<file path="src/rtl/bcd_map.vh">
/*
 Constants for the bridge command decoder: command codes, configuration
 address fields, result encodings and decoder states.
 Assumes nothing beyond being included by the decoder files.
*/
`ifndef BCD_MAP_VH
`define BCD_MAP_VH

// Bus command codes
`define BCD_CMD_INTACK   4'h0
`define BCD_CMD_SPECIAL  4'h1
`define BCD_CMD_IO_RD    4'h2
`define BCD_CMD_IO_WR    4'h3
`define BCD_CMD_RSV4     4'h4
`define BCD_CMD_RSV5     4'h5
`define BCD_CMD_MEM_RD   4'h6
`define BCD_CMD_MEM_WR   4'h7
`define BCD_CMD_RSV8     4'h8
`define BCD_CMD_RSV9     4'h9
`define BCD_CMD_CFG_RD   4'hA
`define BCD_CMD_CFG_WR   4'hB
`define BCD_CMD_MEM_RDM  4'hC
`define BCD_CMD_DAC      4'hD
`define BCD_CMD_MEM_RDL  4'hE
`define BCD_CMD_MEM_WI   4'hF

// Configuration address fields
`define BCD_AD_TYPE_HI   1
`define BCD_AD_TYPE_LO   0
`define BCD_AD_TYPE0     2'h0
`define BCD_AD_TYPE1     2'h1
`define BCD_AD_BUS_HI    23
`define BCD_AD_BUS_LO    16
`define BCD_AD_DEV_HI    15
`define BCD_AD_DEV_LO    11
`define BCD_AD_FUNC_HI   10
`define BCD_AD_FUNC_LO   8
`define BCD_SPC_DEV      5'h1F
`define BCD_SPC_FUNC     3'h7

// Conversion applied to a forwarded cycle
`define BCD_XLAT_NONE    2'h0
`define BCD_XLAT_TYPE0   2'h1
`define BCD_XLAT_SPECIAL 2'h2

// Packed decode result
`define BCD_RES_W        9
`define BCD_RES_CLAIM    8
`define BCD_RES_INT      7
`define BCD_RES_FWD      6
`define BCD_RES_XL_HI    5
`define BCD_RES_XL_LO    4
`define BCD_RES_CMD_HI   3
`define BCD_RES_CMD_LO   0
`define BCD_RES_NONE     9'h000

// Decoder states
`define BCD_ST_IDLE      2'h0
`define BCD_ST_WAIT      2'h1
`define BCD_ST_DAC       2'h2

// Side index
`define BCD_SIDE_UP      0
`define BCD_SIDE_DN      1

`endif

</file>
<file path="src/rtl/bcd_cfg_fields.v">
/*
 Splits a configuration address phase into its type, bus, device and
 function fields and flags a special-cycle request.
 Assumes the address is stable in the cycle it is examined.
*/
`timescale 1ns/100ps
`default_nettype none
`include "bcd_map.vh"

module bcd_cfg_fields (
  // Address phase
  input  wire [31:0] ad,
  // Fields
  output wire        is_type0,
  output wire        is_type1,
  output wire [7:0]  bus,
  output wire [2:0]  func,
  output wire        spc_req
);

  wire [4:0] dev;

  assign is_type0 = (ad[`BCD_AD_TYPE_HI:`BCD_AD_TYPE_LO] == `BCD_AD_TYPE0);
  assign is_type1 = (ad[`BCD_AD_TYPE_HI:`BCD_AD_TYPE_LO] == `BCD_AD_TYPE1);
  assign bus      = ad[`BCD_AD_BUS_HI:`BCD_AD_BUS_LO];
  assign dev      = ad[`BCD_AD_DEV_HI:`BCD_AD_DEV_LO];
  assign func     = ad[`BCD_AD_FUNC_HI:`BCD_AD_FUNC_LO];
  // Only a type 1 address carries a device number for the request
  assign spc_req  = is_type1 && (dev == `BCD_SPC_DEV) && (func == `BCD_SPC_FUNC);

endmodule // bcd_cfg_fields

`default_nettype wire

</file>
<file path="src/rtl/bcd_bus_cmp.v">
/*
 Compares a target bus number against the programmed primary,
 secondary and subordinate bus numbers.
 Assumes the bus number settings are static while a cycle decodes.
*/
`timescale 1ns/100ps
`default_nettype none

module bcd_bus_cmp (
  // Target and settings
  input  wire [7:0] bus,
  input  wire [7:0] pri_bus,
  input  wire [7:0] sec_bus,
  input  wire [7:0] sub_bus,
  // Results
  output wire       eq_pri,
  output wire       eq_sec,
  output wire       behind,
  output wire       in_range
);

  assign eq_pri   = (bus == pri_bus);
  assign eq_sec   = (bus == sec_bus);
  assign in_range = (bus >= sec_bus) && (bus <= sub_bus);
  assign behind   = (bus > sec_bus) && (bus <= sub_bus);

endmodule // bcd_bus_cmp

`default_nettype wire

</file>
<file path="src/rtl/bcd_cmd_decode.v">
/*
 Command decoder of a two-port bus bridge: decides per address phase on
 the upstream and downstream bus whether to claim, serve internally or
 forward, and which conversion applies.
 Assumes address window hits come from outside logic on the same clock,
 qualified by a hit-valid strobe, and that bus number settings are held
 in the bridge configuration logic.

*/
`timescale 1ns/100ps
`default_nettype none
`include "bcd_map.vh"

module bcd_cmd_decode (
  // Clock and reset
  input  wire        clk,
  input  wire        rst,
  // Bus number settings
  input  wire [7:0]  pri_bus,
  input  wire [7:0]  sec_bus,
  input  wire [7:0]  sub_bus,
  // Upstream address phase
  input  wire        up_addr_valid,
  input  wire [3:0]  upstream_cmd_byte_en,
  input  wire [31:0] up_ad,
  input  wire        up_cyc_end,
  input  wire        up_idsel,
  input  wire [7:0]  up_func_impl,
  // Upstream window hits
  input  wire        up_hit_valid,
  input  wire        up_io_hit,
  input  wire        up_mem_hit,
  input  wire        up_mmio_hit,
  // Downstream address phase
  input  wire        dn_addr_valid,
  input  wire [3:0]  downstream_cmd_byte_en,
  input  wire [31:0] dn_ad,
  input  wire        dn_cyc_end,
  // Downstream window hits
  input  wire        dn_hit_valid,
  input  wire        dn_io_hit,
  input  wire        dn_mem_hit,
  input  wire        dn_mmio_hit,
  // Upstream decision
  output wire        up_done,
  output wire        up_claim,
  output wire        up_internal,
  output wire        up_fwd,
  output wire [1:0]  up_xlat,
  output wire [3:0]  up_out_cmd,
  output wire        up_dac,
  output wire [2:0]  up_cfg_func,
  // Downstream decision
  output wire        dn_done,
  output wire        dn_claim,
  output wire        dn_internal,
  output wire        dn_fwd,
  output wire [1:0]  dn_xlat,
  output wire [3:0]  dn_out_cmd,
  output wire        dn_dac
);

  // Commands that need a window hit before the outcome is known
  function needs_hit;
    input [3:0] cmd;
    begin
      case (cmd)
        `BCD_CMD_IO_RD, `BCD_CMD_IO_WR,
        `BCD_CMD_MEM_RD, `BCD_CMD_MEM_WR,
        `BCD_CMD_MEM_RDM, `BCD_CMD_MEM_RDL, `BCD_CMD_MEM_WI: needs_hit = 1'b1;
        default: needs_hit = 1'b0;
      endcase
    end
  endfunction

  // Full claim decision for one side
  function [`BCD_RES_W-1:0] decide;
    input       side;
    input [3:0] cmd;
    input       t0;
    input       t1;
    input       spc;
    input       eq_pri;
    input       eq_sec;
    input       behind;
    input       in_range;
    input       sel_ok;
    input       io_hit;
    input       mem_hit;
    input       mmio_hit;
    reg         cl;
    reg         it;
    reg         fw;
    reg [1:0]   xl;
    reg [3:0]   oc;
    begin
      cl = 1'b0;
      it = 1'b0;
      fw = 1'b0;
      xl = `BCD_XLAT_NONE;
      oc = cmd;
      case (cmd)
        `BCD_CMD_IO_RD, `BCD_CMD_IO_WR: begin
          fw = io_hit;
        end
        `BCD_CMD_MEM_RD, `BCD_CMD_MEM_WR,
        `BCD_CMD_MEM_RDM, `BCD_CMD_MEM_RDL, `BCD_CMD_MEM_WI: begin
          fw = mem_hit || mmio_hit;
        end
        `BCD_CMD_CFG_RD, `BCD_CMD_CFG_WR: begin
          if (side == `BCD_SIDE_UP) begin
            if (t0) begin
              it = sel_ok;
            end else if (t1 && spc && (cmd == `BCD_CMD_CFG_WR)) begin
              if (eq_sec) begin
                fw = 1'b1;
                xl = `BCD_XLAT_SPECIAL;
                oc = `BCD_CMD_SPECIAL;
              end else begin
                fw = behind;
              end
            end else if (t1) begin
              if (eq_sec) begin
                fw = 1'b1;
                xl = `BCD_XLAT_TYPE0;
              end else begin
                fw = behind;
              end
            end
          end else begin
            // Only special requests cross upstream
            if (t1 && spc && (cmd == `BCD_CMD_CFG_WR)) begin
              if (eq_pri) begin
                fw = 1'b1;
                xl = `BCD_XLAT_SPECIAL;
                oc = `BCD_CMD_SPECIAL;
              end else begin
                fw = !in_range;
              end
            end
          end
        end
        default: begin
          fw = 1'b0;
        end
      endcase
      cl = fw || it;
      decide = {cl, it, fw, xl, oc};
    end
  endfunction

  // Side vectors
  wire [1:0]  addr_valid = {dn_addr_valid, up_addr_valid};
  wire [1:0]  cyc_end    = {dn_cyc_end, up_cyc_end};
  wire [1:0]  hit_valid  = {dn_hit_valid, up_hit_valid};
  wire [1:0]  io_hit     = {dn_io_hit, up_io_hit};
  wire [1:0]  mem_hit    = {dn_mem_hit, up_mem_hit};
  wire [1:0]  mmio_hit   = {dn_mmio_hit, up_mmio_hit};
  wire [7:0]  cmd_in     = {downstream_cmd_byte_en, upstream_cmd_byte_en};
  wire [63:0] ad_in      = {dn_ad, up_ad};

  wire [1:0]                done_w;
  wire [2*`BCD_RES_W-1:0]   res_w;
  wire [1:0]                dac_w;
  wire [5:0]                func_w;

  genvar g;
  generate
    for (g = 0; g < 2; g = g + 1) begin : side_g
      reg [1:0]             st_r;
      reg [1:0]             st_nxt;
      reg [3:0]             cmd_r;
      reg [3:0]             cmd_nxt;
      reg [31:0]            ad_r;
      reg [31:0]            ad_nxt;
      reg                   dacf_r;
      reg                   dacf_nxt;
      reg                   done_r;
      reg                   done_nxt;
      reg [`BCD_RES_W-1:0]  res_r;
      reg [`BCD_RES_W-1:0]  res_nxt;
      reg                   dac_r;
      reg                   dac_nxt;
      reg [2:0]             func_r;
      reg [2:0]             func_nxt;

      // In WAIT the held phase is examined, otherwise the live one
      wire        use_held = (st_r == `BCD_ST_WAIT);
      wire [3:0]  cmd_cur  = use_held ? cmd_r : cmd_in[4*g+3:4*g];
      wire [31:0] ad_cur   = use_held ? ad_r : ad_in[32*g+31:32*g];

      wire        t0;
      wire        t1;
      wire [7:0]  tbus;
      wire [2:0]  tfunc;
      wire        spc;
      wire        eq_pri;
      wire        eq_sec;
      wire        behind;
      wire        in_range;

      bcd_cfg_fields u_fields (
        .ad       (ad_cur),
        .is_type0 (t0),
        .is_type1 (t1),
        .bus      (tbus),
        .func     (tfunc),
        .spc_req  (spc)
      );

      bcd_bus_cmp u_cmp (
        .bus      (tbus),
        .pri_bus  (pri_bus),
        .sec_bus  (sec_bus),
        .sub_bus  (sub_bus),
        .eq_pri   (eq_pri),
        .eq_sec   (eq_sec),
        .behind   (behind),
        .in_range (in_range)
      );

      // Idsel is only wired upstream; downstream never selects the bridge
      wire sel_ok = (g == `BCD_SIDE_UP) ? (up_idsel && up_func_impl[tfunc]) : 1'b0;
      wire [`BCD_RES_W-1:0] dec = decide(g == `BCD_SIDE_DN, cmd_cur, t0, t1, spc,
                                         eq_pri, eq_sec, behind, in_range, sel_ok,
                                         io_hit[g], mem_hit[g], mmio_hit[g]);

      always @* begin
        st_nxt   = st_r;
        cmd_nxt  = cmd_r;
        ad_nxt   = ad_r;
        dacf_nxt = dacf_r;
        done_nxt = 1'b0;
        res_nxt  = res_r;
        dac_nxt  = dac_r;
        func_nxt = func_r;
        case (st_r)
          `BCD_ST_IDLE, `BCD_ST_DAC: begin
            if (cyc_end[g]) begin
              st_nxt   = `BCD_ST_IDLE;
              dacf_nxt = 1'b0;
            end else if (addr_valid[g]) begin
              if (cmd_cur == `BCD_CMD_DAC) begin
                // Low half of a 64-bit address; real command follows
                st_nxt   = `BCD_ST_DAC;
                dacf_nxt = 1'b1;
              end else if (needs_hit(cmd_cur) && !hit_valid[g]) begin
                st_nxt  = `BCD_ST_WAIT;
                cmd_nxt = cmd_cur;
                ad_nxt  = ad_cur;
              end else begin
                st_nxt   = `BCD_ST_IDLE;
                done_nxt = 1'b1;
                res_nxt  = dec;
                dac_nxt  = dacf_r;
                func_nxt = tfunc;
                dacf_nxt = 1'b0;
              end
            end
          end
          `BCD_ST_WAIT: begin
            if (cyc_end[g]) begin
              // Cycle gone before the windows answered: stays unclaimed
              st_nxt   = `BCD_ST_IDLE;
              dacf_nxt = 1'b0;
            end else if (hit_valid[g]) begin
              st_nxt   = `BCD_ST_IDLE;
              done_nxt = 1'b1;
              res_nxt  = dec;
              dac_nxt  = dacf_r;
              func_nxt = tfunc;
              dacf_nxt = 1'b0;
            end
          end
          default: begin
            st_nxt   = `BCD_ST_IDLE;
            dacf_nxt = 1'b0;
          end
        endcase
        // The end of a cycle withdraws the previous decision
        if (cyc_end[g]) begin
          res_nxt = `BCD_RES_NONE;
          dac_nxt = 1'b0;
        end
      end

      always @(posedge clk) begin
        if (rst) begin
          st_r   <= `BCD_ST_IDLE;
          cmd_r  <= `BCD_CMD_INTACK;
          ad_r   <= 32'h00000000;
          dacf_r <= 1'b0;
          done_r <= 1'b0;
          res_r  <= `BCD_RES_NONE;
          dac_r  <= 1'b0;
          func_r <= 3'h0;
        end else begin
          st_r   <= st_nxt;
          cmd_r  <= cmd_nxt;
          ad_r   <= ad_nxt;
          dacf_r <= dacf_nxt;
          done_r <= done_nxt;
          res_r  <= res_nxt;
          dac_r  <= dac_nxt;
          func_r <= func_nxt;
        end
      end

      assign done_w[g]                          = done_r;
      assign res_w[`BCD_RES_W*g+`BCD_RES_W-1:`BCD_RES_W*g] = res_r;
      assign dac_w[g]                           = dac_r;
      assign func_w[3*g+2:3*g]                  = func_r;
    end
  endgenerate

  wire [`BCD_RES_W-1:0] up_res = res_w[`BCD_RES_W-1:0];
  wire [`BCD_RES_W-1:0] dn_res = res_w[2*`BCD_RES_W-1:`BCD_RES_W];

  assign up_done     = done_w[`BCD_SIDE_UP];
  assign up_claim    = up_res[`BCD_RES_CLAIM];
  assign up_internal = up_res[`BCD_RES_INT];
  assign up_fwd      = up_res[`BCD_RES_FWD];
  assign up_xlat     = up_res[`BCD_RES_XL_HI:`BCD_RES_XL_LO];
  assign up_out_cmd  = up_res[`BCD_RES_CMD_HI:`BCD_RES_CMD_LO];
  assign up_dac      = dac_w[`BCD_SIDE_UP];
  assign up_cfg_func = func_w[2:0];

  assign dn_done     = done_w[`BCD_SIDE_DN];
  assign dn_claim    = dn_res[`BCD_RES_CLAIM];
  assign dn_internal = dn_res[`BCD_RES_INT];
  assign dn_fwd      = dn_res[`BCD_RES_FWD];
  assign dn_xlat     = dn_res[`BCD_RES_XL_HI:`BCD_RES_XL_LO];
  assign dn_out_cmd  = dn_res[`BCD_RES_CMD_HI:`BCD_RES_CMD_LO];
  assign dn_dac      = dac_w[`BCD_SIDE_DN];

endmodule // bcd_cmd_decode

`default_nettype wire

</file>
<file path="config.mk">
export PLATFORM = sky130hd
export DESIGN_NAME = bcd_cmd_decode
export DESIGN_NICKNAME = d
export VERILOG_FILES = /design/src/rtl/bcd_cfg_fields.v /design/src/rtl/bcd_bus_cmp.v /design/src/rtl/bcd_cmd_decode.v
export VERILOG_INCLUDE_DIRS = /design/src /design/src/rtl
export SDC_FILE = /design/constraint.sdc
export NUM_CORES = 1
export LEC_CHECK = 0
export BUFFER_PORTS_ARGS = -buffer_cell sky130_fd_sc_hd__buf_4
export CORE_MARGIN = 2
export CORE_UTILIZATION = 47
export CTS_CLUSTER_DIAMETER = 120
export DETAILED_ROUTE_END_ITERATION = 7
export GPL_TIMING_DRIVEN = 0
export MAX_ROUTING_LAYER = met4
export PLACE_DENSITY_LB_ADDON = 0.08
export SLEW_MARGIN = 5
export SYNTH_ARGS = -nofsm -noshare
export SYNTH_HDL_FRONTEND = slang
export SYNTH_SLANG_ARGS = --single-unit
</file>
<file path="constraint.sdc">
create_clock -name clk -period 2.8 [get_ports clk]
set_clock_uncertainty 0.05 [all_clocks]
set_input_delay 0.56 -clock clk [delete_from_list [all_inputs] [get_ports clk]]
set_output_delay 0.56 -clock clk [all_outputs]
set_load 0.02 [all_outputs]
</file>
==> results.env, run 1 <==
OUTCOME='complete, no violations'
FLOORPLAN.ROWS=35
START_UTIL_PCT=48.8
TIMING.CRITICAL_PATH.FROM_TYPE='flip-flop'
SYNTH-ADDER-AREA-SHARE_PCT=8.80
CLOCK_INSERTION_DELAY_WORST_SKEW_NS=0.35
MAPPEDNETLISTAREA_UM2=4550
MAX-SLEW-MARGIN-REL_PCT=54.0
POWER_TOTAL_mW=2.53
ROUTE.FINAL.WIRE_LENGTH_UM=12200
SINKS_ON_THE_CLOCK_NET=72
SYNTH_SEQUENTIAL_AREA_RATIO_PCT=31.7
PLACE_WS_NS=-0.296
MAX-VDD-IR-DROP_mV=0.265
PLACE_CONGESTION=0.927
FINAL_LAYOUT_SIZE_SUFFIX_GT1_SHARE_PCT=29.2
PIN_COUNT_OF_THE_BIGGEST_NET_ENTERING_GLOBAL_ROUTING=20
FINAL.MIN_CLOCK_PERIOD_NS=2.66
GRT_OVERFLOW=0
DRTANTENNAVIOLNETS=0
POST_CTS_HOLD_BUFFER_COUNT=0
SYNTH_EDF_COUNT=0
WORST_EP_REQUIRED_TIME_NS=2.98
CLOCK_TREE.ROOT_CELL='sky130_fd_sc_hd__clkbuf_8'
DESIGN.DIE.AREA_UM2=10500
SHARE_OF_ASYNC_SETTABLE_OR_ASYNC_RESETTABLE_FLOPS_AFTER_SYNTHESIS_PCT=0
NUMBER_OF_ANTENNA_VIOLATIONS_AT_THE_FIRST_CHECK_IN_GLOBAL_ROUTING=0
SYNTH.LIB_CELLS_USED.DISTINCT=73
DIE_H_UM=102
YOSYS.AREA_SHARE.SIMPLE_PCT=23.3
CRIT_SLOWEST_CELL='sky130_fd_sc_hd__dfxtp_4'
RSZ0062_AT_GRT='no'
SYNTH-SEQ-CELLS=72
COMBINATIONAL_FAMILY_WITH_THE_MOST_AREA_AFTER_SYNTHESIS='simple AND/OR/NAND/NOR gates'
FINALINSTANCEAREA_UM2=5910
TRITONCTS='done'
TIMING.FINAL.MAX_SLEW_VIOLATIONS=0
STATIC-LEAKAGE-POWER_nW=2.69
ENDPOINT_KIND='flip-flop'
FINALCRITPERIODSHARE_PCT=95.1
DR.FIRST_ITER.DRC_COUNT=168
R2R-END='dn_res[6]'
PLACEMENT.CELL_AREA_UM2=5560
IO_BUFFERS=112
GRT_USE_TOTAL_PCT=24.6
CAP_VIOLATIONS=0
CLOCKBUFFERDEPTH=2
STDCELL_COUNT=794
SYNTHMUXAREASHARE_PCT=12.8
AVGROUTEDWIREPERCELL_UM=15.4
FMAX_MHz=376
POST-ROUTE-DRC-COUNT=0
NUMBER_OF_CELLS_TRAVERSED_BY_THE_WORST_REGISTER_TO_REGISTER_PATH=12
HOLDCRITPATHCLASS='input pin to flip-flop'
DIE_WIDTH_UM=102
WORST_SETUP_HOLD_PATH_CLK_SLEW_NS=0.09
TIMING.REG2REG.SETUP_SLACK_NS=0.14
CORE_UM2=9330
CRIT_PATH_TOP_CELL_BY_COUNT='sky130_fd_sc_hd__buf_12'
CTS_BUFFER_COUNT=9
SYNTH_COMPOUND_AREA_SHARE_PCT=15.3
SYNTHFLOPTYPE='sky130_fd_sc_hd__dfxtp_1'
HOLDCRITSTARTPOINT='dn_ad[11]'
N_ANTENNA_CELL=0
FINALWORSTSETUPSLACK_NS=0.138
GRT_PASS1_VIAS=3998
MAX_SLEW.WORST_PIN.SLEW_NS=0.690
DETAIL_ROUTE.FIRST_PASS.ITERATIONS=4
AREAGROWTHSYNTHTOFINISH_PCT=29.9
POWER.DENSITY_nW_PER_UM2=429
DPL.HPWL_UM=9590
TIMING.CRITICAL_PATH.ARRIVAL_NS=2.84
FINAL-HOLD-VIOLATION-COUNT=0
CP_CELL_SEQUENCE='nand2b_4 > buf_12 > buf_12 > mux2i_4 > inv_1 > ha_1 > nand4_1 > nor2_1 > a21oi_1 > a211o_1 > a221oi_1 > a211oi_1'
MAX_STAGE_DELAY_NS=0.38
IO-PIN-COUNT=144
SYN_AVG_CELL_AREA_UM2=8.59
POST_SYNTHESIS_XOR_XNOR_AREA_FRACTION_PCT=1.73
H-TREE-DEPTH=3
NUM_VIAS=4280
CRITPATHKIND='flip-flop to flip-flop'
CRITPATHMAXFANOUT=10
SYNTH_INSTANCES=530
SETUP_VIOL=0
HOLDWS_NS=0.401
LAYOUT.NETS=811
MEAN_NUMBER_OF_VIAS_PER_CELL=5.39
YOSYSWARNINGS=0
MIN_PATH_CELLS=3
R2R_START='side_g[1].st_r[1]'
HOLD-PATH-ENDPOINT='side_g[1].ad_r[11]'
PLACED_CELLS=772
GLOBAL_ROUTE_WIRE_LENGTH_BEFORE_REPAIR_UM=19500
-- synthesized netlist by cell type, types with 6 or more instances --
cell type | n | share of area (%)
sky130_fd_sc_hd__a211oi_2 | 8 | 2.2
sky130_fd_sc_hd__clkbuf_1 | 7 | 0.58
sky130_fd_sc_hd__nand3_1 | 11 | 1.2
sky130_fd_sc_hd__nand2_1 | 50 | 4.1
sky130_fd_sc_hd__ha_1 | 32 | 8.8
sky130_fd_sc_hd__nor2_1 | 79 | 6.5
sky130_fd_sc_hd__nand4_1 | 12 | 1.6
sky130_fd_sc_hd__buf_2 | 8 | 0.88
sky130_fd_sc_hd__a211oi_1 | 6 | 0.99
sky130_fd_sc_hd__mux2i_1 | 49 | 11
sky130_fd_sc_hd__dfxtp_1 | 72 | 32
sky130_fd_sc_hd__inv_1 | 28 | 2.3
sky130_fd_sc_hd__nor3_1 | 17 | 1.9
sky130_fd_sc_hd__a21oi_1 | 29 | 3.2
-- layout make-up --
cell class	count	area, um^2
plain buffers	26	209
inverters	29	109
clock inverters	7	87.6
well taps	129	161
flip-flops and latches	72	1450
clock buffers	9	124
repair buffers	120	901
fillers	822	3420
multi-input cells	402	2870
-- flip-flops by register name, summed over array words and instances, names as in the netlist --
| name | cells |
|---|---|
| up_done | 1 |
| dn_res | 6 |
| side_g.st_r | 4 |
| dn_done | 1 |
| dn_dac | 1 |
| up_dac | 1 |
| side_g.res_r | 9 |
| up_cfg_func | 3 |
| side_g.dacf_r | 2 |
| side_g.cmd_r | 8 |
| side_g.ad_r | 36 |
-- routing by layer --
| metal | vias up | GRT usage, % | share of wire (%) |
|---|---|---|---|
| li1 | 2162 | - | - |
| met5 | - | - | 0 |
| met2 | 131 | 40.1 | 48 |
| met1 | 1973 | 31.3 | 46 |
| met3 | 14 | 4.31 | 4.8 |
| met4 | 0 | 6.87 | 1.4 |
-- timing repair --
action	in CTS	in global routing
setup buffers	0	8
pin swaps	0	4
endpoints found under the setup margin	3	3
gates resized for setup	10	14
-- logic make-up after synthesis --
family,count (synthesis)
compound gates,91
xor+xnor,9
fa+ha+maj,32
buf+inv,57
flops,72
mux,57
other cells,1
simple gates,211
-- report_power, final --
part	switching, mW	internal, mW
Sequential	0.0203	1.05
Clock	0.460	0.433
Combinational	0.294	0.274
Total	0.774	1.76
-- critical path, delay by kind of cell (launching register included) --
| family | cells | cell delay (ns) |
|---|---|---|
| AO/OA/AOI/OAI | 4 | 0.70 |
| AND/OR/NAND/NOR | 3 | 0.46 |
| buffers and inverters | 3 | 0.39 |
| flip-flops | 1 | 0.38 |
| adder cells (fa/ha/maj) | 1 | 0.30 |
| multiplexers | 1 | 0.25 |
-- layout by cell type, fill, tap and decap left out, types with 12 or more instances in the layout --
cell                      netlist  final
sky130_fd_sc_hd__nor2_1        79     79
sky130_fd_sc_hd__inv_1         28     28
sky130_fd_sc_hd__nand4_1       12     12
sky130_fd_sc_hd__buf_4          5    125
sky130_fd_sc_hd__nor3_1        17     17
sky130_fd_sc_hd__ha_1          32     32
sky130_fd_sc_hd__a21oi_1       29     29
sky130_fd_sc_hd__dfxtp_1       72     70
sky130_fd_sc_hd__mux2i_1       49     43
sky130_fd_sc_hd__nand2_1       50     49
-- worst max-delay path by stage --
stage | cells past startpoint | start | slack (ns) | to
2_1_floorplan | 13 | side_g[0].st_r[0] | 0.11 | side_g[0].res_r[8]
3_3_place_gp | 12 | side_g[0].st_r[1] | -0.29 | side_g[0].res_r[8]
3_5_place_dp | 12 | side_g[0].st_r[1] | -0.30 | side_g[0].res_r[8]
4_1_cts | 10 | side_g[0].st_r[1] | 0.02 | side_g[0].res_r[8]
5_1_grt | 11 | side_g[1].st_r[1] | 0.01 | dn_res[6]
6_report | 12 | side_g[1].st_r[1] | 0.14 | dn_res[6]
-- stage by stage --
| step | setup TNS (ns) | utilization (%) |
|---|---|---|
| floorplan | 0 | - |
| global placement | -0.650 | 59.6 |
| detailed placement | -0.738 | 59.6 |
| CTS | 0 | 62.2 |
| global route | 0 | 63.4 |
| finish | 0 | 63.4 |
Note: power is estimated with default switching activity, not from simulation.
==> inputs of run 2 (changes only) <==
Settings changed: ABC_AREA set to 1, CORE_UTILIZATION 47 to 48, MAX_ROUTING_LAYER met4 to not set.
==> results.env, run 2 <==
OUTCOME='complete, no violations'
STATIC-LEAKAGE-POWER_nW=3.08
ENDPOINT_KIND='flip-flop'
POST_CTS_HOLD_BUFFER_COUNT=0
SYN_AVG_CELL_AREA_UM2=6.39
TIMING.FINAL.MAX_SLEW_VIOLATIONS=0
SETUP_VIOL=0
SYNTH_COMPOUND_AREA_SHARE_PCT=16.7
POST_SYNTHESIS_XOR_XNOR_AREA_FRACTION_PCT=0
GRT_USE_TOTAL_PCT=24.6
MAX-SLEW-MARGIN-REL_PCT=53.2
ROUTE.FINAL.WIRE_LENGTH_UM=13700
LARGEST_REGISTERS='side_g.ad_r: 36 flops, side_g.res_r: 9 flops, side_g.cmd_r: 8 flops'
LAYOUT.NETS=1053
DRTANTENNAVIOLNETS=0
LAYOUT.CELLS.MOST_COMMON_LIST='210 x sky130_fd_sc_hd__nand2_1, 120 x sky130_fd_sc_hd__buf_4, 114 x sky130_fd_sc_hd__inv_1'
IO-PIN-COUNT=144
FINAL-HOLD-VIOLATION-COUNT=0
SHARE_OF_ASYNC_SETTABLE_OR_ASYNC_RESETTABLE_FLOPS_AFTER_SYNTHESIS_PCT=0
CLOCK_TREE.ROOT_CELL='sky130_fd_sc_hd__clkbuf_8'
MOSTFREQUENTLAYOUTCELL='sky130_fd_sc_hd__nand2_1'
PIN_COUNT_OF_THE_BIGGEST_NET_ENTERING_GLOBAL_ROUTING=20
DPL.HPWL_UM=10700
COMBINATIONAL_FAMILY_WITH_THE_MOST_AREA_AFTER_SYNTHESIS='simple AND/OR/NAND/NOR gates'
FLOORPLAN.ROWS=37
CRITPATHMAXFANOUT=19
DESIGN.DIE.AREA_UM2=11200
TIMING.CRITICAL_PATH.ARRIVAL_NS=2.76
N_ANTENNA_CELL=0
WORST_EP_REQUIRED_TIME_NS=3.04
YOSYS.AREA_SHARE.SIMPLE_PCT=33.5
IO_BUFFERS=113
POWER.DENSITY_nW_PER_UM2=409
LARGEST_REGISTER_FF_COUNT=36
GRT_PASS1_VIAS=4906
FINALWORSTSETUPSLACK_NS=0.285
CAP_VIOLATIONS=0
DETAIL_ROUTE.FIRST_PASS.ITERATIONS=7
PLACE_CONGESTION=0.966
SYNTH_TOP_CELL_AREA_SHARE_PCT=29.0
WORST_SETUP_HOLD_PATH_CLK_SLEW_NS=0.09
FINAL_LAYOUT_SIZE_SUFFIX_GT1_SHARE_PCT=20.9
PLACE_WS_NS=-0.175
FMAX_MHz=398
TRITONCTS='done'
DR.FIRST_ITER.DRC_COUNT=389
CLOCKBUFFERDEPTH=2
SYNTH_EDF_COUNT=0
MAX-VDD-IR-DROP_mV=0.302
HOLDCRITPATHCLASS='flip-flop to flip-flop'
SYNTH-ADDER-AREA-SHARE_PCT=8.07
GLOBAL_ROUTE_WIRE_LENGTH_BEFORE_REPAIR_UM=22500
GRT_OVERFLOW=0
SYNTH_SEQUENTIAL_AREA_RATIO_PCT=29.0
SYNTHFLOPTYPE='sky130_fd_sc_hd__dfxtp_1'
AVGROUTEDWIREPERCELL_UM=13.1
CRITPATHKIND='flip-flop to flip-flop'
SYNTH-SEQ-CELLS=72
MEAN_NUMBER_OF_VIAS_PER_CELL=5.15
RSZ0062_AT_GRT='no'
DIE_WIDTH_UM=106
SINKS_ON_THE_CLOCK_NET=72
FINALCRITPERIODSHARE_PCT=89.8
MAPPEDNETLISTAREA_UM2=4960
FINAL.MIN_CLOCK_PERIOD_NS=2.52
START_UTIL_PCT=48.7
MAX_FLOP_REGISTER='side_g.ad_r'
POST-SYNTH-TOP-COUNT-CELL='sky130_fd_sc_hd__nand2_1'
CTS_BUFFER_COUNT=9
AREAGROWTHSYNTHTOFINISH_PCT=25.0
CLOCK_INSERTION_DELAY_WORST_SKEW_NS=0.35
SYNTHMUXAREASHARE_PCT=0.202
YOSYS.AREA.TOP_TYPE='sky130_fd_sc_hd__dfxtp_1'
H-TREE-DEPTH=3
YOSYSWARNINGS=0
TIMING.REG2REG.SETUP_SLACK_NS=0.28
SETUP_TOTAL_NEGATIVE_SLACK_NS=0
BIGGEST_AREA_CONTRIBUTORS_IN_THE_SYNTHESIZED_NETLIST='sky130_fd_sc_hd__dfxtp_1 29%, sky130_fd_sc_hd__nand2_1 16%, sky130_fd_sc_hd__inv_1 8.6%'
NUM_VIAS=5375
NUMBER_OF_ANTENNA_VIOLATIONS_AT_THE_FIRST_CHECK_IN_GLOBAL_ROUTING=0
TIMING.CRITICAL_PATH.FROM_TYPE='flip-flop'
FINAL_CORE_UTIL_PCT=60.9
SYNTH_INSTANCES=777
MAX_SLEW.WORST_PIN.SLEW_NS=0.703
CORE_UM2=10200
POST-ROUTE-DRC-COUNT=0
YS_TOP_CELLS_BY_COUNT='210 x sky130_fd_sc_hd__nand2_1, 114 x sky130_fd_sc_hd__inv_1, 76 x sky130_fd_sc_hd__nor2_1'
DIE_H_UM=106
SYNTH.LIB_CELLS_USED.DISTINCT=37
## run 2: per-layer routing
layer / share of wire (%) / global-route usage (%) / vias up
met5: 0 / 0 / -
met4: 2.0 / 7.80 / 0
met3: 6.7 / 3.65 / 24
met2: 46 / 40.0 / 187
met1: 46 / 33.6 / 2428
li1: - / - / 2736
## run 2: through the flow
step                      power, mW  instance area [um^2]  hold slack, ns  std cells
after floorplan                1.48                  4970           0.370        778
after global placement         1.69                  5980           0.380       1027
after detailed placement       1.70                  5980           0.385       1027
after CTS                      2.54                  6190           0.399       1043
after global routing           2.68                  6200           0.415       1043
final                          2.54                  6200           0.396       1043
## run 2: worst paths after layout
| path | startpoint | endpoint | cells past startpoint |
|---|---|---|---|
| min reg2reg | side_g[0].ad_r[15] | side_g[0].ad_r[15] | 2 |
| max reg2reg | side_g[0].st_r[0] | side_g[0].res_r[8] | 15 |
| max | side_g[0].st_r[0] | side_g[0].res_r[8] | 15 |
| min | side_g[0].ad_r[15] | side_g[0].ad_r[15] | 2 |
## run 2: logic make-up after synthesis
kind of cell / Yosys count
buffers and inverters: 145
adders and majority gates: 32
other: 1
and+or+nand+nor: 383
muxes: 1
DFF: 72
AOI/OAI and AO/OA: 143
## run 2: critical path: stages (launching register included)
cell and delay [ns]:
sky130_fd_sc_hd__dfxtp_2 0.42, sky130_fd_sc_hd__nand2_4 0.11, sky130_fd_sc_hd__buf_8 0.18, sky130_fd_sc_hd__buf_4 0.18
sky130_fd_sc_hd__nand2_1 0.08, sky130_fd_sc_hd__o21ai_2 0.08, sky130_fd_sc_hd__ha_1 0.31, sky130_fd_sc_hd__nand2_1 0.09
sky130_fd_sc_hd__nor2_2 0.16, sky130_fd_sc_hd__nand4_1 0.18, sky130_fd_sc_hd__nand3b_1 0.24, sky130_fd_sc_hd__nand2_1 0.08
sky130_fd_sc_hd__nor2_1 0.05, sky130_fd_sc_hd__nand2_1 0.05, sky130_fd_sc_hd__nand2_1 0.05, sky130_fd_sc_hd__a21oi_1 0.12
## run 2: power by group
group / total (mW) / internal [mW] / switching (mW)
Clock: 0.849 / 0.414 / 0.436
Combinational: 0.607 / 0.256 / 0.351
Sequential: 1.08 / 1.06 / 0.0192
## run 2: repair_timing
action | in CTS | in global routing
setup buffers | 1 | 0
pin swaps | 1 | 2
gates resized for setup | 6 | 8
setup endpoints to repair | 5 | 4
## run 2: cell type report
class	count	area, um^2
Fill cell	1011	3980
Multi-Input combinational cell	561	2930
Sequential cell	72	1440
Timing Repair Buffer	114	856
Inverter	117	439
Buffer	27	174
Tap cell	136	170
Clock buffer	9	124
Clock inverter	7	70.1
==> inputs of run 3 (changes only) <==
Settings changed: CORE_UTILIZATION 48 to 53.
Clock period 2.8 ns to 2.85 ns, I/O delays scaled along.
==> results.env, run 3 (same netlist as run 2, synthesis figures left out) <==
OUTCOME='complete, no violations'
MOSTFREQUENTLAYOUTCELL='sky130_fd_sc_hd__nand2_1'
HOLDCRITPATHCLASS='flip-flop to flip-flop'
FINALCRITPERIODSHARE_PCT=91.7
FINAL-HOLD-VIOLATION-COUNT=0
MAX-SLEW-MARGIN-REL_PCT=53.1
SWITCHING_POWER_mW=0.781
CLOCK_INSERTION_DELAY_WORST_SKEW_NS=0.34
LAYOUT.CELLS.MOST_COMMON_LIST='210 x sky130_fd_sc_hd__nand2_1, 118 x sky130_fd_sc_hd__buf_4, 114 x sky130_fd_sc_hd__inv_1'
LARGEST_REGISTER_FF_COUNT=36
HOLDCRITSTARTPOINT='side_g[0].ad_r[15]'
MAX_FLOP_REGISTER='side_g.ad_r'
HOLDWS_NS=0.399
CTS_BUFFER_COUNT=9
CRITPATHMAXFANOUT=19
MAX_STAGE_DELAY_NS=0.36
FINAL_LAYOUT_SIZE_SUFFIX_GT1_SHARE_PCT=20.2
LARGEST_REGISTERS='side_g.ad_r: 36 flops, side_g.res_r: 9 flops, side_g.cmd_r: 8 flops'
MEAN_NUMBER_OF_VIAS_PER_CELL=5.22
SWSHARE_PCT=29.3
DR.FIRST_ITER.DRC_COUNT=250
POST-ROUTE-DRC-COUNT=0
TRITONCTS='done'
AREAGROWTHSYNTHTOFINISH_PCT=24.9
GLOBAL_ROUTE_WIRE_LENGTH_BEFORE_REPAIR_UM=22200
R2R-END='side_g[0].res_r[3]'
GRT_PASS1_VIAS=4993
CRIT_PATH_TOP_CELL_BY_COUNT='sky130_fd_sc_hd__nand2_1'
IO-PIN-COUNT=144
FMAX_MHz=383
WORST_EP_REQUIRED_TIME_NS=3.04
AVGROUTEDWIREPERCELL_UM=13.1
DRTANTENNAVIOLNETS=0
SINKS_ON_THE_CLOCK_NET=72
NUMBER_OF_ANTENNA_VIOLATIONS_AT_THE_FIRST_CHECK_IN_GLOBAL_ROUTING=0
CPLARGESTDELAYFAMILY='simple AND/OR/NAND/NOR gates'
WORST_SETUP_HOLD_PATH_CLK_SLEW_NS=0.08
FINALINSTANCEAREA_UM2=6200
CRIT_SLOWEST_CELL='sky130_fd_sc_hd__dfxtp_1'
GRT_OVERFLOW=0
DETAIL_ROUTE.FIRST_PASS.ITERATIONS=4
RSZ0062_AT_GRT='no'
LAYOUT.NETS=1052
COMBINATIONAL_SHARE_OF_POWER_PCT=22.1
CAP_VIOLATIONS=0
IO_BUFFERS=113
ENDPOINT_KIND='flip-flop'
NUMBER_OF_CELLS_TRAVERSED_BY_THE_WORST_REGISTER_TO_REGISTER_PATH=14
TIMING.CRITICAL_PATH.FROM_TYPE='flip-flop'
R2R_START='side_g[0].st_r[1]'
MAX_SLEW.WORST_PIN.SLEW_NS=0.703
CRITPATHKIND='flip-flop to flip-flop'
MAX-VDD-IR-DROP_mV=0.285
P_INT_mW=1.88
PLACE_CONGESTION=0.955
TIMING.CRITICAL_PATH.ARRIVAL_NS=2.81
PIN_COUNT_OF_THE_BIGGEST_NET_ENTERING_GLOBAL_ROUTING=14
TIMING.FINAL.MAX_SLEW_VIOLATIONS=0
FLOORPLAN.ROWS=35
CORE_UM2=9150
CP_CELL_SEQUENCE='inv_2 > nand2_4 > buf_6 > clkbuf_4 > nand2_1 > o21ai_0 > ha_1 > nand2_1 > nor2_1 > nand4_1 > nor3_1 > nand2_1 > nand4_1 > a21oi_1'
START_UTIL_PCT=54.2
CLOCK_TREE.ROOT_CELL='sky130_fd_sc_hd__clkbuf_8'
HOLD-PATH-ENDPOINT='side_g[0].ad_r[15]'
POWER.SEQUENTIAL.FRACTION_PCT=39.9
TIMING.REG2REG.SETUP_SLACK_NS=0.24
FINAL.MIN_CLOCK_PERIOD_NS=2.61
DESIGN.DIE.AREA_UM2=10200
PLACEMENT.CELL_AREA_UM2=5950
MIN_PATH_CELLS=2
DPL.HPWL_UM=10500
N_ANTENNA_CELL=0
CLOCKBUFFERDEPTH=2
POWER_TOTAL_mW=2.66
PATH_BUF_INV=3
DIE_WIDTH_UM=101
NUM_VIAS=5309
SETUP_VIOL=0
GRT_USE_TOTAL_PCT=27.1
H-TREE-DEPTH=3
STATIC-LEAKAGE-POWER_nW=3.09
POWER.SHARE.CLOCK_PCT=38.0
POWER.DENSITY_nW_PER_UM2=430
DIE_H_UM=101
ROUTE.FINAL.WIRE_LENGTH_UM=13300
## run 3: worst max path at each step
| stage | startpoint | to | slack, ns | depth (start not counted) |
|---|---|---|---|---|
| floorplan | side_g[0].st_r[0] | side_g[0].res_r[3] | 0.48 | 14 |
| finish | side_g[0].st_r[1] | side_g[0].res_r[3] | 0.24 | 14 |
| detailed placement | side_g[0].st_r[0] | side_g[0].res_r[3] | -0.009 | 14 |
| CTS | side_g[0].st_r[1] | side_g[0].res_r[3] | 0.03 | 15 |
| global route | side_g[0].st_r[1] | side_g[0].res_r[6] | 0.03 | 16 |
| global placement | side_g[0].st_r[0] | side_g[0].res_r[3] | 0.04 | 14 |
## run 3: area by class of cell
| type | instances | area, um^2 |
|---|---|---|
| Clock inverter | 6 | 116 |
| Tap cell | 111 | 139 |
| Fill cell | 844 | 2960 |
| Clock buffer | 10 | 128 |
| Sequential cell | 72 | 1440 |
| Buffer | 27 | 170 |
| Multi-Input combinational cell | 561 | 2910 |
| Inverter | 117 | 439 |
| Timing Repair Buffer | 113 | 848 |
## run 3: worst reg2reg max path, stage by stage, from the launching register on
cell,delay [ns]
sky130_fd_sc_hd__dfxtp_1,0.36
sky130_fd_sc_hd__inv_2,0.10
sky130_fd_sc_hd__nand2_4,0.08
sky130_fd_sc_hd__buf_6,0.18
sky130_fd_sc_hd__clkbuf_4,0.19
sky130_fd_sc_hd__nand2_1,0.07
sky130_fd_sc_hd__o21ai_0,0.16
sky130_fd_sc_hd__ha_1,0.34
sky130_fd_sc_hd__nand2_1,0.06
sky130_fd_sc_hd__nor2_1,0.19
sky130_fd_sc_hd__nand4_1,0.16
sky130_fd_sc_hd__nor3_1,0.29
sky130_fd_sc_hd__nand2_1,0.10
sky130_fd_sc_hd__nand4_1,0.10
sky130_fd_sc_hd__a21oi_1,0.07
## run 3: routing by layer
| metal | wire (um) | share of wire, % | track usage, % |
|---|---|---|---|
| met1 | 5840 | 44 | 34.2 |
| met3 | 766 | 5.8 | 4.09 |
| met2 | 6430 | 48 | 46.8 |
| met4 | 253 | 1.9 | 9.59 |
| met5 | 0 | 0 | 0 |
## run 3: per-stage QoR
step | std cells | setup WS (ns) | utilization [%] | setup TNS [ns]
final | 1017 | 0.236 | 67.7 | 0
after global routing | 1017 | 0.0299 | 67.7 | 0
after CTS | 1018 | 0.0270 | 67.7 | 0
after detailed placement | 1002 | -0.00870 | 65.0 | -0.00870
after global placement | 1002 | 0.0410 | 65.0 | 0
after floorplan | 778 | 0.479 | - | 0
## run 3: timing repair
action                                  4_1_cts  5_1_grt
hold buffers                                  0        0
resized for setup                             1        4
endpoints found under the setup margin        1        5
setup buffers                                 0        0
## run 3: power by group through the flow
stage / Combinational (mW) / Clock (mW) / Sequential (mW)
global placement: 0.566 / 0 / 1.08
finish: 0.589 / 1.01 / 1.06
detailed placement: 0.584 / 0 / 1.09
floorplan: 0.351 / 0 / 1.10
CTS: 0.588 / 1.02 / 1.06
global route: 0.671 / 1.07 / 1.07
